[src/bdsmc_pkg.sv]
// constants, types and state layout for the bridge driver spi and mode control block
// assumes a single 100 MHz clock; all pins arrive asynchronous to it
package bdsmc_pkg;

  // ****************************************************************
  // clock and timing
  // ****************************************************************
  localparam real CLK_PERIOD_NS = 10.0;
  localparam real T_PO_MIN_US = 1.0;
  localparam real T_PO_MAX_US = 2.0;
  localparam real T_PD_MIN_US = 8.0;
  localparam real T_PD_MAX_US = 11.0;
  localparam real T_TURN_ON_MS = 1.0;
  localparam real T_XFER_GAP_NS = 300.0;
  localparam int PO_MIN_CYC = int'($ceil(T_PO_MIN_US * 1000.0 / CLK_PERIOD_NS));
  localparam int PO_MAX_CYC = int'($floor(T_PO_MAX_US * 1000.0 / CLK_PERIOD_NS));
  localparam int PD_MIN_CYC = int'($ceil(T_PD_MIN_US * 1000.0 / CLK_PERIOD_NS));
  localparam int PD_MAX_CYC = int'($floor(T_PD_MAX_US * 1000.0 / CLK_PERIOD_NS));
  localparam int TURN_ON_CYC = int'($floor(T_TURN_ON_MS * 1.0e6 / CLK_PERIOD_NS));
  localparam int CNT_W = 17;

  // ****************************************************************
  // spi word layout
  // ****************************************************************
  localparam int WORD_W = 16;
  localparam int CMD_WR_BIT = 15;
  localparam int ADDR_HI = 14;
  localparam int ADDR_LO = 13;
  localparam logic [1:0] ADDR_ID = 2'h0;
  localparam logic [1:0] ADDR_STATUS = 2'h1;
  localparam logic [1:0] ADDR_MASK = 2'h2;
  localparam logic [1:0] ADDR_CFG = 2'h3;

  // ****************************************************************
  // status, mask and config fields
  // ****************************************************************
  localparam int FAULT_W = 11;
  localparam int FLT_TW = 1;
  localparam int FLT_OC = 2;
  localparam int FLT_OV = 8;
  localparam int MASK_DOV = 12;
  localparam int CFG_W = 13;
  localparam int CFG_VIN_A = 0;
  localparam int CFG_VIN_B = 1;
  localparam int CFG_INPUT = 2;
  localparam int CFG_FULL = 3;
  localparam int CFG_EN = 4;
  localparam int CFG_SR_LO = 5;
  localparam int CFG_ILM_LO = 8;
  localparam logic [CFG_W-1:0] CFG_RST = 13'h0d98;
  localparam logic [CFG_W-1:0] MASK_RST = 13'h06f1;
  // faults that force the outputs off regardless of the mask
  localparam logic [FAULT_W-1:0] SHUTDOWN_FAULTS = 11'h6f5;

  // ****************************************************************
  // pin sampling: 0 sclk, 1 select_n, 2 mosi, 3 wake, 4 kill, 5 drive a, 6 drive b
  // ****************************************************************
  localparam int PIN_W = 7;
  localparam logic [PIN_W-1:0] PIN_RST = 7'h02;

  typedef enum logic [5:0] {
    MODE_SLEEP = 6'h01,
    MODE_POWERUP = 6'h02,
    MODE_STANDBY = 6'h04,
    MODE_NORMAL = 6'h08,
    MODE_FAULT = 6'h10,
    MODE_POWERDOWN = 6'h20
  } bdsmc_mode_t;

  typedef struct packed {
    logic [PIN_W-1:0] pin_s1;
    logic [PIN_W-1:0] pin_s2;
    logic [PIN_W-1:0] pin_s3;
    logic [PIN_W-1:0] pin_f;
    logic [WORD_W-1:0] sh;
    logic [3:0] bit_cnt;
    logic any_clk;
    logic miso;
    logic miso_oe;
    logic [1:0] sel;
    logic [FAULT_W-1:0] faults;
    logic framing_error_bit;
    logic [CFG_W-1:0] mask;
    logic [CFG_W-1:0] cfg;
    logic pend_valid;
    logic [WORD_W-1:0] pend_data;
    bdsmc_mode_t st;
    logic [CNT_W-1:0] cnt;
    logic leg_a;
    logic leg_b;
    logic leg_oe;
    logic flag_n;
    logic supplies_on;
  } bdsmc_state_t;

endpackage : bdsmc_pkg

[src/bdsmc_top.sv]
// spi slave, register set and mode sequencer of the bridge driver, plus its command fifo
// assumes all pins are asynchronous to i_clk and sclk stays well below a quarter of i_clk

// ****************************************************************
// command fifo
// ****************************************************************
module bdsmc_fifo #(
  parameter int WIDTH = 16,
  parameter int DEPTH = 8
) (
  input wire logic i_clk,
  input wire logic i_rst,
  input wire logic i_in_valid,
  output logic o_in_ready,
  input wire logic [WIDTH-1:0] i_in_data,
  output logic o_out_valid,
  output logic [WIDTH-1:0] o_out_data,
  input wire logic i_out_ready
);
  localparam int PTR_W = (DEPTH > 1) ? $clog2(DEPTH) : 1;
  localparam int CNT_W = $clog2(DEPTH + 1);

  typedef struct packed {
    logic [DEPTH-1:0][WIDTH-1:0] mem;
    logic [PTR_W-1:0] wr;
    logic [PTR_W-1:0] rd;
    logic [CNT_W-1:0] cnt;
    logic out_valid;
    logic [WIDTH-1:0] out_data;
  } bdsmc_fifo_state_t;

  bdsmc_fifo_state_t f_reg;
  bdsmc_fifo_state_t f_next;
  logic push;
  logic pull;

  // output stage keeps the read port straight from a flop
  always_comb begin
    f_next = f_reg;
    push = i_in_valid && (f_reg.cnt != CNT_W'(DEPTH));
    pull = (f_reg.cnt != '0) && (!f_reg.out_valid || i_out_ready);
    if (f_reg.out_valid && i_out_ready) begin
      f_next.out_valid = 1'b0;
    end
    if (pull) begin
      f_next.out_data = f_reg.mem[f_reg.rd];
      f_next.out_valid = 1'b1;
      f_next.rd = (f_reg.rd == PTR_W'(DEPTH - 1)) ? '0 : f_reg.rd + PTR_W'(1);
    end
    if (push) begin
      f_next.mem[f_reg.wr] = i_in_data;
      f_next.wr = (f_reg.wr == PTR_W'(DEPTH - 1)) ? '0 : f_reg.wr + PTR_W'(1);
    end
    if (push && !pull) begin
      f_next.cnt = f_reg.cnt + CNT_W'(1);
    end else if (pull && !push) begin
      f_next.cnt = f_reg.cnt - CNT_W'(1);
    end
  end

  always_ff @(posedge i_clk) begin
    if (i_rst) begin
      f_reg <= '0;
    end else begin
      f_reg <= f_next;
    end
  end

  assign o_in_ready = (f_reg.cnt != CNT_W'(DEPTH));
  assign o_out_valid = f_reg.out_valid;
  assign o_out_data = f_reg.out_data;

endmodule : bdsmc_fifo

// ****************************************************************
// top level
// ****************************************************************
module bdsmc_top import bdsmc_pkg::*; #(
  parameter int P_TURN_ON_CYC = TURN_ON_CYC,
  parameter logic [4:0] P_ID_BITS = 5'h00, // identity value is arbitrary
  parameter int P_FIFO_DEPTH = 8
) (
  input wire logic i_clk,
  input wire logic i_rst,
  input wire logic i_sclk,
  input wire logic i_cs_n,
  input wire logic i_mosi,
  output logic o_miso,
  output logic o_miso_oe,
  input wire logic i_wake_pin,
  input wire logic i_output_kill_pin,
  input wire logic i_drive_input_a,
  input wire logic i_drive_input_b,
  input wire logic i_battery_ok,
  input wire logic i_cp_ok,
  input wire logic i_supplies_ready,
  input wire logic [FAULT_W-1:0] i_fault_raw,
  output logic o_fault_flag_n,
  output logic o_bridge_leg_a,
  output logic o_bridge_leg_b,
  output logic o_bridge_leg_oe,
  output logic [2:0] o_slew_rate,
  output logic [1:0] o_current_limit,
  output logic o_full_bridge,
  output logic o_supplies_on,
  output logic o_cmd_valid,
  output logic [WORD_W-1:0] o_cmd_data,
  input wire logic i_cmd_ready
);

  bdsmc_state_t r_reg;
  bdsmc_state_t r_next;
  logic [PIN_W-1:0] rise;
  logic [PIN_W-1:0] fall;
  logic cs_low;
  logic frame_end;
  logic frame_ok;
  logic accept;
  logic fifo_ready;
  logic is_write;
  logic [1:0] addr;
  logic frm_set;
  logic frm_clr;
  logic [FAULT_W-1:0] flt_clr;
  logic masked_fault;
  logic shutdown;
  logic kill;
  logic [WORD_W-1:0] resp;

  always_comb begin
    r_next = r_reg;
    // ****************************************************************
    // pin sampling: a change counts once stages two and three agree
    // ****************************************************************
    r_next.pin_s1 = {i_drive_input_b, i_drive_input_a, i_output_kill_pin, i_wake_pin,
                     i_mosi, i_cs_n, i_sclk};
    r_next.pin_s2 = r_reg.pin_s1;
    r_next.pin_s3 = r_reg.pin_s2;
    r_next.pin_f = (r_reg.pin_s2 & ~(r_reg.pin_s2 ^ r_reg.pin_s3))
                 | (r_reg.pin_f & (r_reg.pin_s2 ^ r_reg.pin_s3));
    rise = r_next.pin_f & ~r_reg.pin_f;
    fall = ~r_next.pin_f & r_reg.pin_f;
    cs_low = !r_next.pin_f[1];
    kill = r_next.pin_f[4];

    // word for the register chosen last time
    unique case (r_reg.sel)
      ADDR_ID: resp = {11'h000, P_ID_BITS};
      ADDR_STATUS: resp = {4'h0, r_reg.framing_error_bit, r_reg.faults};
      ADDR_MASK: resp = {3'h0, r_reg.mask};
      ADDR_CFG: resp = {3'h0, r_reg.cfg};
    endcase

    // ****************************************************************
    // spi shifter
    // ****************************************************************
    // fixed slave mode and word
    frame_end = rise[1];
    frame_ok = frame_end && r_reg.any_clk && (r_reg.bit_cnt == 4'h0);
    if (!cs_low) begin
      r_next.bit_cnt = 4'h0;
      r_next.any_clk = 1'b0;
      r_next.sh = '0;
      r_next.miso_oe = 1'b0;
    end else if (fall[1]) begin
      // load the answer as select falls
      r_next.sh = resp;
      r_next.miso = resp[WORD_W-1];
      r_next.miso_oe = 1'b1;
    end else begin
      if (fall[0]) begin
        r_next.sh = {r_reg.sh[WORD_W-2:0], r_next.pin_f[2]};
        r_next.bit_cnt = r_reg.bit_cnt + 4'h1;
        r_next.any_clk = 1'b1;
      end
      // after sixteen, received bits flow on out
      if (rise[0]) begin
        r_next.miso = r_reg.sh[WORD_W-1];
      end
    end

    // ****************************************************************
    // command decode: one word applied as the fifo takes it
    // ****************************************************************
    accept = r_reg.pend_valid && fifo_ready;
    is_write = r_reg.pend_data[CMD_WR_BIT];
    addr = r_reg.pend_data[ADDR_HI:ADDR_LO];
    frm_set = frame_end && !frame_ok;
    frm_clr = 1'b0;
    flt_clr = '0;
    if (accept) begin
      r_next.pend_valid = 1'b0;
      r_next.sel = addr;
      if (is_write) begin
        unique case (addr)
          // write to zero is a framing error
          ADDR_ID: frm_set = 1'b1;
          ADDR_STATUS: begin
            // clear only faults no longer present
            flt_clr = r_reg.pend_data[FAULT_W-1:0] & ~i_fault_raw;
            frm_clr = r_reg.pend_data[FAULT_W];
          end
          ADDR_MASK: r_next.mask = r_reg.pend_data[CFG_W-1:0];
          ADDR_CFG: r_next.cfg = r_reg.pend_data[CFG_W-1:0];
        endcase
      end
    end
    // a finished word waits for fifo room; a second one meanwhile is lost
    if (frame_ok) begin
      if (!r_reg.pend_valid || accept) begin
        r_next.pend_valid = 1'b1;
        r_next.pend_data = r_reg.sh;
      end else begin
        frm_set = 1'b1;
      end
    end
    if (rise[3]) begin
      r_next.sel = ADDR_STATUS;
    end
    // wake rise and kill fall also drop faults that have gone
    if (rise[3] || fall[4]) begin
      flt_clr = ~i_fault_raw;
      frm_clr = 1'b1;
    end
    // faults latch; a new event beats a clear
    r_next.faults = (r_reg.faults & ~flt_clr) | i_fault_raw;
    r_next.framing_error_bit = (r_reg.framing_error_bit & ~frm_clr) | frm_set;

    // ****************************************************************
    // mode sequencer
    // ****************************************************************
    masked_fault = (({r_reg.framing_error_bit, r_reg.faults} & r_reg.mask[FAULT_W:0]) != '0);
    shutdown = ((r_reg.faults & SHUTDOWN_FAULTS) != '0) || (i_fault_raw[FLT_OC]);
    r_next.cnt = r_reg.cnt + CNT_W'(1);
    unique case (r_reg.st)
      MODE_SLEEP: begin
        if (rise[3] && i_battery_ok) begin
          r_next.st = MODE_POWERUP;
          r_next.cnt = '0;
        end
      end
      MODE_POWERUP: begin
        // hold flag for the minimum, then wait for pump
        if ((r_reg.cnt >= CNT_W'(PO_MIN_CYC - 1)) && i_cp_ok && i_supplies_ready) begin
          r_next.st = MODE_STANDBY;
        end else if (r_reg.cnt >= CNT_W'(P_TURN_ON_CYC - 1)) begin
          // supplies late: report in fault mode, supplies kept on, back to standby once no fault remains
          r_next.st = MODE_FAULT;
        end
      end
      MODE_STANDBY: begin
        // enable bit and kill pin gate the legs
        if (r_reg.cfg[CFG_EN] && !kill && !shutdown && !masked_fault) begin
          r_next.st = MODE_NORMAL;
        end
      end
      MODE_NORMAL: begin
        if (shutdown || masked_fault) begin
          r_next.st = MODE_FAULT;
        end else if (kill || !r_reg.cfg[CFG_EN]) begin
          r_next.st = MODE_STANDBY;
        end
      end
      MODE_FAULT: begin
        if (!shutdown && !masked_fault && !(r_reg.cnt < CNT_W'(PO_MIN_CYC))) begin
          r_next.st = MODE_STANDBY;
        end
      end
      MODE_POWERDOWN: begin
        // supplies drop after the turn-off delay
        if (r_reg.cnt >= CNT_W'(PD_MIN_CYC - 1)) begin
          r_next.st = MODE_SLEEP;
        end
      end
      default: r_next.st = MODE_SLEEP;
    endcase
    if (r_next.st != r_reg.st) begin
      r_next.cnt = '0;
    end
    if (!r_next.pin_f[3] && (r_reg.st != MODE_SLEEP) && (r_reg.st != MODE_POWERDOWN)) begin
      r_next.st = MODE_POWERDOWN;
      r_next.cnt = '0;
    end

    // ****************************************************************
    // outputs, all registered
    // ****************************************************************
    // sleep all off, standby legs released
    r_next.supplies_on = (r_next.st != MODE_SLEEP);
    // released in sleep, otherwise only in standby or normal with kill low and no masked fault
    r_next.flag_n = (r_next.st == MODE_SLEEP)
                  || (((r_next.st == MODE_STANDBY) || (r_next.st == MODE_NORMAL))
                      && !kill && !masked_fault);
    // drive only in normal, off at once on overcurrent
    r_next.leg_oe = (r_next.st == MODE_NORMAL) && !i_fault_raw[FLT_OC] && r_next.pin_f[3];
    r_next.leg_a = r_reg.cfg[CFG_INPUT] ? r_reg.cfg[CFG_VIN_A] : r_next.pin_f[5];
    r_next.leg_b = r_reg.cfg[CFG_INPUT] ? r_reg.cfg[CFG_VIN_B] : r_next.pin_f[6];
    // overvoltage in full bridge brakes through both high sides
    if (r_reg.cfg[CFG_FULL] && !r_reg.mask[MASK_DOV] && i_fault_raw[FLT_OV]) begin
      r_next.leg_a = 1'b1;
      r_next.leg_b = 1'b1;
    end
  end

  always_ff @(posedge i_clk) begin
    if (i_rst) begin
      r_reg <= '0;
      r_reg.pin_s1 <= PIN_RST;
      r_reg.pin_s2 <= PIN_RST;
      r_reg.pin_s3 <= PIN_RST;
      r_reg.pin_f <= PIN_RST;
      r_reg.sel <= ADDR_STATUS;
      r_reg.mask <= MASK_RST;
      r_reg.cfg <= CFG_RST;
      r_reg.st <= MODE_SLEEP;
      r_reg.flag_n <= 1'b1;
    end else begin
      r_reg <= r_next;
    end
  end

  // accepted commands stream out for the system to log
  bdsmc_fifo #(
    .WIDTH(WORD_W),
    .DEPTH(P_FIFO_DEPTH)
  ) u_cmd_fifo (
    .i_clk(i_clk),
    .i_rst(i_rst),
    .i_in_valid(r_reg.pend_valid),
    .o_in_ready(fifo_ready),
    .i_in_data(r_reg.pend_data),
    .o_out_valid(o_cmd_valid),
    .o_out_data(o_cmd_data),
    .i_out_ready(i_cmd_ready)
  );

  assign o_miso = r_reg.miso;
  assign o_miso_oe = r_reg.miso_oe;
  assign o_fault_flag_n = r_reg.flag_n;
  assign o_bridge_leg_a = r_reg.leg_a;
  assign o_bridge_leg_b = r_reg.leg_b;
  assign o_bridge_leg_oe = r_reg.leg_oe;
  assign o_slew_rate = r_reg.cfg[CFG_SR_LO+2:CFG_SR_LO];
  assign o_current_limit = r_reg.cfg[CFG_ILM_LO+1:CFG_ILM_LO];
  assign o_full_bridge = r_reg.cfg[CFG_FULL];
  assign o_supplies_on = r_reg.supplies_on;
endmodule : bdsmc_top

[config.mk]
export PLATFORM = sky130hd
export DESIGN_NAME = bdsmc_top
export DESIGN_NICKNAME = d
export VERILOG_FILES = /design/src/bdsmc_pkg.sv /design/src/bdsmc_top.sv
export SDC_FILE = /design/constraint.sdc
export NUM_CORES = 1
export LEC_CHECK = 0
export BUFFER_PORTS_ARGS = -buffer_cell sky130_fd_sc_hd__buf_2
export CORE_MARGIN = 2
export CORE_UTILIZATION = 40
export DETAILED_ROUTE_END_ITERATION = 16
export GPL_TIMING_DRIVEN = 1
export PLACE_DENSITY = 0.65
export SLEW_MARGIN = 20
export SYNTH_ARGS = -nofsm -noshare
export SYNTH_HDL_FRONTEND = slang
export SYNTH_SLANG_ARGS = --single-unit
[constraint.sdc]
create_clock -name i_clk -period 7 [get_ports i_clk]
set_input_delay 1.75 -clock i_clk [delete_from_list [all_inputs] [get_ports i_clk]]
set_output_delay 1.75 -clock i_clk [all_outputs]
set_load 0.1 [all_outputs]
==> results.yml, run 1 <==
power_and_ir_drop:
  p_seq_share_pct: 42.1
  vdd_drop_max_uv: 199
  clockPowerShare_pct: 35.5
  switching_share_pct: 32.9
  leakage_nw: 5.04
  combPwrFrac_pct: 22.4
  fin_total_pwr_mw: 4.30
  p_sw_mw: 1.41
  power_density_nw_per_um2: 308
  p_int_mw: 2.89
detailed_routing:
  vias: 9366
  totalWireLength_um: 29700
  viasPerCell: 5.40
  first_iter_violations: 715
  ant_nets: 0
  wl_per_cell_um: 17.2
  first_pass_iters: 5
  drc: 0
grt:
  grt_pass1_wl_um: 48500
  antenna_found_initial: 0
  grt_pass1_vias: 8998
  grt_start_max_net_pins: 120
  grtUsageTotal_pct: 18.0
  gr-total-overflow: 0
critical_path:
  cp_max_fo: 17
  arrival_ns: 4.17
  setup.worst_path.class: "primary input to register"
  cp-start-kind: "primary input"
  ff2ff_setup_slack_ns: 3.95
  reg2reg_to: "u_cmd_fifo.f_reg[20]$_SDFFE_PP0P_"
  crit_path_end_kind: "register"
  regToRegStartpoint: "u_cmd_fifo.f_reg[17]$_SDFFE_PP0P_"
  reg2reg_depth: 12
  worstPathRequired_ns: 7.39
clock_tree:
  ctsHoldBuffers: 0
  cts_max_level: 1
  cts_buffer_depth: 3
  clk_pin_slew_ns: 0.06
  postCtsSetupRepairBufs: 0
  clkSinkCount: 291
  cts_root_buf: "clkbuf_16"
  cts_tree: "yes"
  insertion_delay_ns: 0.55
  ctsResizeCount: 0
  cts_buffers: 30
cells_and_area:
  antenna_cells: 0
  n_fill_cell: 2979
  syn2layout_area_growth_pct: 10.8
  largest_reg_flops: 138
  fin_area_um2: 14000
  drive_gt1_share_pct: 15.0
  layout.nets: 1346
synthesis:
  ys_seq_area_share_pct: 46.2
  syn_inst: 1329
  synth_top_area_share_pct: 46.2
  synth_edf_count: 0
  synth_fp_nets: 1364
  mappedNetlistArea_um2: 12600
  synth_cell_type_count: 65
  synth_flop_cell: "dfxtp_1"
  synthArstFlopShare_pct: 0
  synth_area_leaders: "dfxtp_1 46%, mux2i_1 10%, mux4_2 5.7%"
  syn_avg_cell_area_um2: 9.49
  ys_warn_count: 0
  ys_ff_latch: 291
  synth_area_leader_cell: "dfxtp_1"
timing:
  worst_pin_slew_ns: 1.15
  max_freq_ghz: 0.264
  holdWs_ns: 0.408
  final.setup.worst_slack_ns: 3.21
  finalHoldViolCount: 0
  final.min_clock_period_ns: 3.79
  tns_ns: 0
  finalSetupViolCount: 0
  slew_violations: 0
  period_share_pct: 54.1
  slew_headroom_pct: 23.2
  skew_ns: 0.0107
  grt_setup_unrepaired: "no"
placed_design:
  dp_hpwl_um: 18800
  portBuffers: 53
  placed_cell_area_um2: 13000
  gp_routability_congestion: 0.823
  pre_cts_ws_ns: 2.57
die:
  fp.coreArea_um2: 31300
  num_rows: 65
  die_w_um: 182
  dieArea_um2: 33000
  pin_count: 54
  dieHeight_um: 182
  initial_core_util_pct: 40.3
flow_run:
  drv_cap: 0
worst_hold_path:
  hold_end: "r_next[116]$_SDFF_PP1_"
  hold_depth: 1
  worstHoldStart: "r_next[123]$_SDFF_PP1_"
  hold_path.class: "register to register"
run_status:
  status: "finished clean"
[critical path: stages]
cell and delay, ns:
buf_2 0.11, or4_1 0.41, nor4_2 0.35, nor4b_4 0.45, nand2_1 0.14, a22oi_2 0.84
nor4_1 0.12
[synthesized netlist by cell type (15+ instances only)]
cell,instances
inv_1,19
clkbuf_1,87
nor2b_1,38
mux2i_1,126
nand2_1,167
a21oi_1,84
mux4_2,32
nor3_1,19
nor2_1,174
a22oi_1,18
dfxtp_1,291
buf_4,22
a31oi_1,15
a211oi_1,42
[cells in the final DEF, fill, tap and decap left out, drive strengths merged, types with 10 or more instances in the layout]
master and instances:
buf 74, a21oi 84, ha 10, mux2i 126, mux2 13, a22oi 19, nand3b 10, nand3 14
inv 19, xor2 13, nor2b 38, a211oi 42, nor3 19, clkbuf 45, nand2 167, dfxtp 291
a31oi 15, nor4 20, mux4 32, nor2 174, nand4 10
[area by class of cell]
type                            count  area [um^2]  share of cell area, %
Clock buffer                       45          868                   6.22
Clock inverter                      8         70.1                  0.502
Inverter                           19         71.3                  0.511
Multi-Input combinational cell    895         6190                   44.3
Sequential cell                   291         5830                   41.7
Tap cell                          402          503                   3.60
Timing Repair Buffer               74          437                   3.13
[routing by layer]
layer	routed length (um)	share of wire, %	GRT usage [%]
met5	0	0	0
met4	459	1.5	3.90
met3	1460	4.9	2.85
met2	14200	48	30.3
met1	13600	46	24.3
[power groups by stage]
| stage | Combinational (mW) | Clock [mW] | Sequential (mW) |
|---|---|---|---|
| final | 0.963 | 1.53 | 1.81 |
| after detailed placement | 0.970 | 0 | 1.85 |
| after floorplan | 0.830 | 0 | 1.88 |
| after global placement | 0.961 | 0 | 1.85 |
| after CTS | 0.971 | 1.56 | 1.81 |
| after global routing | 1.04 | 1.63 | 1.82 |
[stage by stage]
stage,cells,utilization [%]
2_1_floorplan,1329,-
3_3_place_gp,1680,41.5
3_5_place_dp,1680,41.5
4_1_cts,1733,44.5
5_1_grt,1734,44.6
6_report,1734,44.6
[how the worst max path moves through the flow]
stage,start,endpoint,slack [ns],cells past startpoint
CTS,i_fault_raw[2],r_reg[10]$_SDFF_PP0_,3.17,7
detailed placement,i_fault_raw[2],r_reg[8]$_SDFF_PP0_,2.57,7
floorplan,i_cmd_ready,u_cmd_fifo.f_reg[20]$_SDFFE_PP0P_,3.26,12
global placement,i_fault_raw[2],r_reg[11]$_SDFF_PP0_,2.70,7
finish,i_fault_raw[2],r_reg[10]$_SDFF_PP0_,3.21,7
global route,i_fault_raw[2],r_reg[21]$_SDFF_PP0_,2.92,7
[kinds of logic (layout without fill, tap and decap cells)]
group / Yosys count / count (layout) / share of synthesized area, %
simple gates: 494 / 494 / 18.9
fa+ha+maj: 14 / 14 / 1.39
flops: 291 / 291 / 46.2
mux: 171 / 171 / 16.9
compound gates: 194 / 194 / 10.1
buf+inv: 143 / 146 / 5.05
xor+xnor: 22 / 22 / 1.53
No activity file was read; power rests on OpenSTA's default activity.
==> run 2, diff against run 1 <==
- clock period: 7 -> 3.5 ns (I/O delays scaled with it)
==> results.yml, run 2 (same netlist as run 1, synthesis figures left out) <==
timing:
  final.min_clock_period_ns: 2.99
  final.setup.worst_slack_ns: 0.508
  tns_ns: 0
  skew_ns: 0.0151
  slew_headroom_pct: 34.2
  period_share_pct: 85.5
  worst_pin_slew_ns: 0.988
  grt_setup_unrepaired: "no"
  max_freq_ghz: 0.334
  slew_violations: 0
  finalHoldViolCount: 0
  finalSetupViolCount: 0
critical_path:
  critical_path.slowest_cell: "dfxtp_1"
  cp_max_fo: 14
  path_cells: "nor3_1 > nand2_1 > nand2_1 > inv_1 > ha_1 > inv_1 > ha_1 > a21o_1 > a21oi_1 > xnor2_1 > or3_1 > a21oi_1"
  cp_slowest_stage_delay_ns: 0.36
  path_buf_inv: 2
  setup.worst_path.class: "register to register"
  arrival_ns: 3.47
  cp-start-kind: "register"
  worstPathRequired_ns: 3.98
  worst_path_dominant_cell_family: "simple AND/OR/NAND/NOR gates"
  crit_path_end_kind: "register"
cells_and_area:
  layout.nets: 1356
  drive_gt1_share_pct: 16.3
  layout_commonest_cell: "dfxtp_1"
  largest_reg_flops: 138
  antenna_cells: 0
  syn2layout_area_growth_pct: 12.7
  final_cell_mix: "290 x dfxtp_1, 174 x nor2_1, 167 x nand2_1"
  n_fill_cell: 2964
worst_hold_path:
  hold_path.class: "register to register"
die:
  initial_core_util_pct: 40.3
  dieHeight_um: 182
  num_rows: 65
  dieArea_um2: 33000
  die_w_um: 182
  pin_count: 54
  fp.coreArea_um2: 31300
clock_tree:
  cts_max_level: 1
  ctsResizeCount: 0
  cts_root_buf: "clkbuf_16"
  cts_buffer_depth: 3
  clk_pin_slew_ns: 0.06
  postCtsSetupRepairBufs: 0
  clkSinkCount: 291
  cts_tree: "yes"
  ctsHoldBuffers: 0
  insertion_delay_ns: 0.56
  cts_buffers: 31
flow_run:
  drv_cap: 0
power_and_ir_drop:
  p_sw_mw: 2.93
  p_seq_share_pct: 39.6
  vdd_drop_max_uv: 435
  leakage_nw: 5.17
  switching_share_pct: 32.1
  fin_total_pwr_mw: 9.12
  power_density_nw_per_um2: 642
  combPwrFrac_pct: 21.5
  p_int_mw: 6.20
  clockPowerShare_pct: 38.8
detailed_routing:
  viasPerCell: 5.38
  totalWireLength_um: 30400
  ant_nets: 0
  first_iter_violations: 798
  wl_per_cell_um: 17.4
  vias: 9393
  first_pass_iters: 6
  drc: 0
grt:
  grt_pass1_vias: 9026
  grt_start_max_net_pins: 208
  antenna_found_initial: 0
  gr-total-overflow: 0
  grt_pass1_wl_um: 49300
  grtUsageTotal_pct: 18.3
placed_design:
  gp_routability_congestion: 0.838
  portBuffers: 53
  pre_cts_ws_ns: 0.214
  dp_hpwl_um: 18900
run_status:
  status: "finished clean"
==> run 2: cell types whose count changed in the layout (fill, tap and decap cells not counted) <==
| cell | before | now |
|---|---|---|
| clkinv_2 | 5 | 8 |
| clkinv_4 | 0 | 3 |
| clkbuf_8 | 4 | 2 |
| clkbuf_1 | 10 | 3 |
| bufinv_16 | 1 | 7 |
| buf_4 | 20 | 29 |
| buf_12 | 0 | 1 |
| buf_8 | 1 | 0 |
==> run 2: per-stage QoR <==
| stage | util [%] | std cells | hold WS (ns) | instance area (um^2) |
|---|---|---|---|---|
| 6_report | 45.4 | 1746 | 0.407 | 14200 |
| 5_1_grt | 45.4 | 1746 | 0.423 | 14200 |
| 4_1_cts | 45.4 | 1746 | 0.411 | 14200 |
| 3_5_place_dp | 41.8 | 1690 | 0.396 | 13100 |
| 3_3_place_gp | 41.8 | 1690 | 0.400 | 13100 |
| 2_1_floorplan | - | 1329 | 0.389 | 12600 |
==> run 2: cell type report <==
class / instances / area [um^2] / area share, %
inverters: 19 / 71.3 / 0.502
clock inverters: 20 / 292 / 2.05
well taps: 402 / 503 / 3.54
flip-flops and latches: 291 / 5830 / 41.0
clock buffers: 36 / 815 / 5.74
multi-input cells: 895 / 6190 / 43.6
repair buffers: 83 / 509 / 3.59
==> run 2: per-layer routing <==
metal / share of wire, % / vias up / track usage [%] / wire length [um]
li1: - / 4616 / - / -
met2: 47 / 190 / 30.3 / 14400
met5: 0 / - / 0 / 0
met3: 4.6 / 42 / 2.61 / 1400
met4: 1.7 / 0 / 4.26 / 508
met1: 46 / 4545 / 25.2 / 14100
==> run 2: path summary, 6_finish.rpt <==
| kind | startpoint | endpoint | slack [ns] | cells after the start |
|---|---|---|---|---|
| max reg2reg | u_cmd_fifo.f_reg[17]$_SDFFE_PP0P_ | u_cmd_fifo.f_reg[20]$_SDFFE_PP0P_ | 0.51 | 12 |
| max | u_cmd_fifo.f_reg[17]$_SDFFE_PP0P_ | u_cmd_fifo.f_reg[20]$_SDFFE_PP0P_ | 0.51 | 12 |
| min | r_next[123]$_SDFF_PP1_ | r_next[116]$_SDFF_PP1_ | 0.41 | 1 |
| min reg2reg | r_next[123]$_SDFF_PP1_ | r_next[116]$_SDFF_PP1_ | 0.41 | 1 |
==> run 2: power groups by stage <==
stage,Clock [mW],Combinational (mW),Sequential (mW)
final,3.54,1.96,3.62
after global routing,3.76,2.11,3.64
after CTS,3.62,1.98,3.62
after detailed placement,0,1.97,3.69
after global placement,0,1.95,3.68
after floorplan,0,1.66,3.76
==> run 3, diff against run 2 <==
==> constraint.sdc (replaced) <==
create_clock -name i_clk -period 3.5 [get_ports i_clk]
set_input_delay 0.7 -clock i_clk [delete_from_list [all_inputs] [get_ports i_clk]]
set_output_delay 0.7 -clock i_clk [all_outputs]
set_load 0.1 [all_outputs]
==> results.yml, run 3 (same netlist as run 1, synthesis figures left out) <==
run_status:
  status: "finished clean"
clock_tree:
  ctsResizeCount: 0
  cts_tree: "yes"
  cts_root_buf: "clkbuf_16"
  clk_pin_slew_ns: 0.06
  clkSinkCount: 291
  ctsHoldBuffers: 0
  postCtsSetupRepairBufs: 0
  insertion_delay_ns: 0.56
  cts_buffer_depth: 3
  cts_max_level: 1
  cts_buffers: 31
detailed_routing:
  wl_per_cell_um: 17.2
  first_iter_violations: 613
  totalWireLength_um: 29900
  drc: 0
  vias: 9351
  viasPerCell: 5.37
  first_pass_iters: 5
  ant_nets: 0
grt:
  grtUsageTotal_pct: 18.0
  gr-total-overflow: 0
  grt_start_max_net_pins: 173
  grt_pass1_wl_um: 48200
  antenna_found_initial: 0
  grt_pass1_vias: 8915
critical_path:
  cp_slowest_stage_delay_ns: 0.36
  ff2ff_setup_slack_ns: 0.49
  regToRegStartpoint: "u_cmd_fifo.f_reg[17]$_SDFFE_PP0P_"
  cp_max_fo: 14
  arrival_ns: 3.49
  critical_path.slowest_cell: "dfxtp_1"
  reg2reg_depth: 12
  reg2reg_to: "u_cmd_fifo.f_reg[20]$_SDFFE_PP0P_"
  cp-start-kind: "register"
  crit_path_end_kind: "register"
  path_buf_inv: 2
  worstPathRequired_ns: 3.98
  setup.worst_path.class: "register to register"
  worst_path_dominant_cell_family: "simple AND/OR/NAND/NOR gates"
  path_cells: "nor3_1 > nand2_1 > nand2_1 > inv_1 > ha_1 > inv_1 > ha_1 > a21o_1 > a21oi_1 > xnor2_1 > or3_1 > a21oi_1"
placed_design:
  portBuffers: 53
  dp_hpwl_um: 18800
  pre_cts_ws_ns: 0.407
  dp_cells: 1690
  gp_routability_congestion: 0.836
timing:
  slew_headroom_pct: 37.0
  max_freq_ghz: 0.332
  final.setup.worst_slack_ns: 0.487
  finalSetupViolCount: 0
  skew_ns: 0.00875
  slew_violations: 0
  holdWs_ns: 0.326
  grt_setup_unrepaired: "no"
  worst_pin_slew_ns: 0.945
  finalHoldViolCount: 0
  final.min_clock_period_ns: 3.01
  period_share_pct: 86.1
  tns_ns: 0
die:
  fp.coreArea_um2: 31300
  num_rows: 65
  die_w_um: 182
  pin_count: 54
  dieArea_um2: 33000
  initial_core_util_pct: 40.3
  dieHeight_um: 182
worst_hold_path:
  hold_depth: 2
  worstHoldStart: "i_cs_n"
  hold_path.class: "primary input to register"
  hold_end: "r_next[123]$_SDFF_PP1_"
cells_and_area:
  drive_gt1_share_pct: 15.4
  n_fill_cell: 2936
  layout_commonest_cell: "dfxtp_1"
  multi_input_area_um2: 6190
  regArea_um2: 5830
  largest_reg_flops: 138
  stdcell_count: 1742
  syn2layout_area_growth_pct: 11.2
  layout.nets: 1356
  final_cell_mix: "290 x dfxtp_1, 174 x nor2_1, 167 x nand2_1"
  antenna_cells: 0
flow_run:
  drv_cap: 0
power_and_ir_drop:
  leakage_nw: 5.07
  power_density_nw_per_um2: 612
  vdd_drop_max_uv: 397
## run 3: worst reg2reg max path, delay by kind of cell (launching register included)
kind                       cells  cell delay [ns]
xor gates and xnor gates       1             0.09
buffers and inverters          2             0.42
AOI/OAI and AO/OA              3             0.51
DFF                            1             0.36
adders and majority gates      2             0.56
and+or+nand+nor                4             1.01
## run 3: layout make-up
type | instances | share of cell area (%)
Clock buffer | 49 | 6.44
Clock inverter | 3 | 0.134
Inverter | 19 | 0.509
Timing Repair Buffer | 83 | 3.63
Multi-Input combinational cell | 895 | 44.1
Tap cell | 402 | 3.59
Sequential cell | 291 | 41.6
## run 3: worst max path at each step
| stage | start | endpoint | slack, ns | cells past startpoint |
|---|---|---|---|---|
| 6_report | u_cmd_fifo.f_reg[17]$_SDFFE_PP0P_ | u_cmd_fifo.f_reg[20]$_SDFFE_PP0P_ | 0.49 | 12 |
| 5_1_grt | u_cmd_fifo.f_reg[17]$_SDFFE_PP0P_ | u_cmd_fifo.f_reg[20]$_SDFFE_PP0P_ | 0.26 | 12 |
| 4_1_cts | u_cmd_fifo.f_reg[17]$_SDFFE_PP0P_ | u_cmd_fifo.f_reg[20]$_SDFFE_PP0P_ | 0.52 | 12 |
| 3_5_place_dp | i_fault_raw[2] | r_reg[17]$_SDFF_PP0_ | 0.41 | 8 |
| 3_3_place_gp | i_fault_raw[2] | r_reg[17]$_SDFF_PP0_ | 0.50 | 8 |
| 2_1_floorplan | u_cmd_fifo.o_out_valid$_SDFFE_PP0P_ | u_cmd_fifo.f_reg[20]$_SDFFE_PP0P_ | 0.58 | 12 |
## run 3: per-layer routing
layer  share of wire [%]  global-route usage, %  vias up  routed length, um
met5                   0                      0        -                  0
met4                 1.6                   4.33        0                487
met3                 4.1                   2.25       40               1230
met2                  48                   30.3      183              14400
met1                  46                   24.6     4523              13800
li1                    -                      -     4605                  -
## run 3: report_power, final
part,switching (mW),leakage (nW),internal [mW]
clock network,1.26,0.452,1.74
logic,1.43,2.26,0.531
registers,0.131,2.36,3.49
total,2.82,5.07,5.76
## run 3: through the flow
stage | area, um^2 | power [mW] | utilization, %
after detailed placement | 13100 | 5.66 | 41.8
after CTS | 14000 | 8.67 | 44.8
final | 14000 | 8.59 | 44.8
after global placement | 13100 | 5.63 | 41.8
after floorplan | 12600 | 5.42 | -
after global routing | 14000 | 8.97 | 44.8
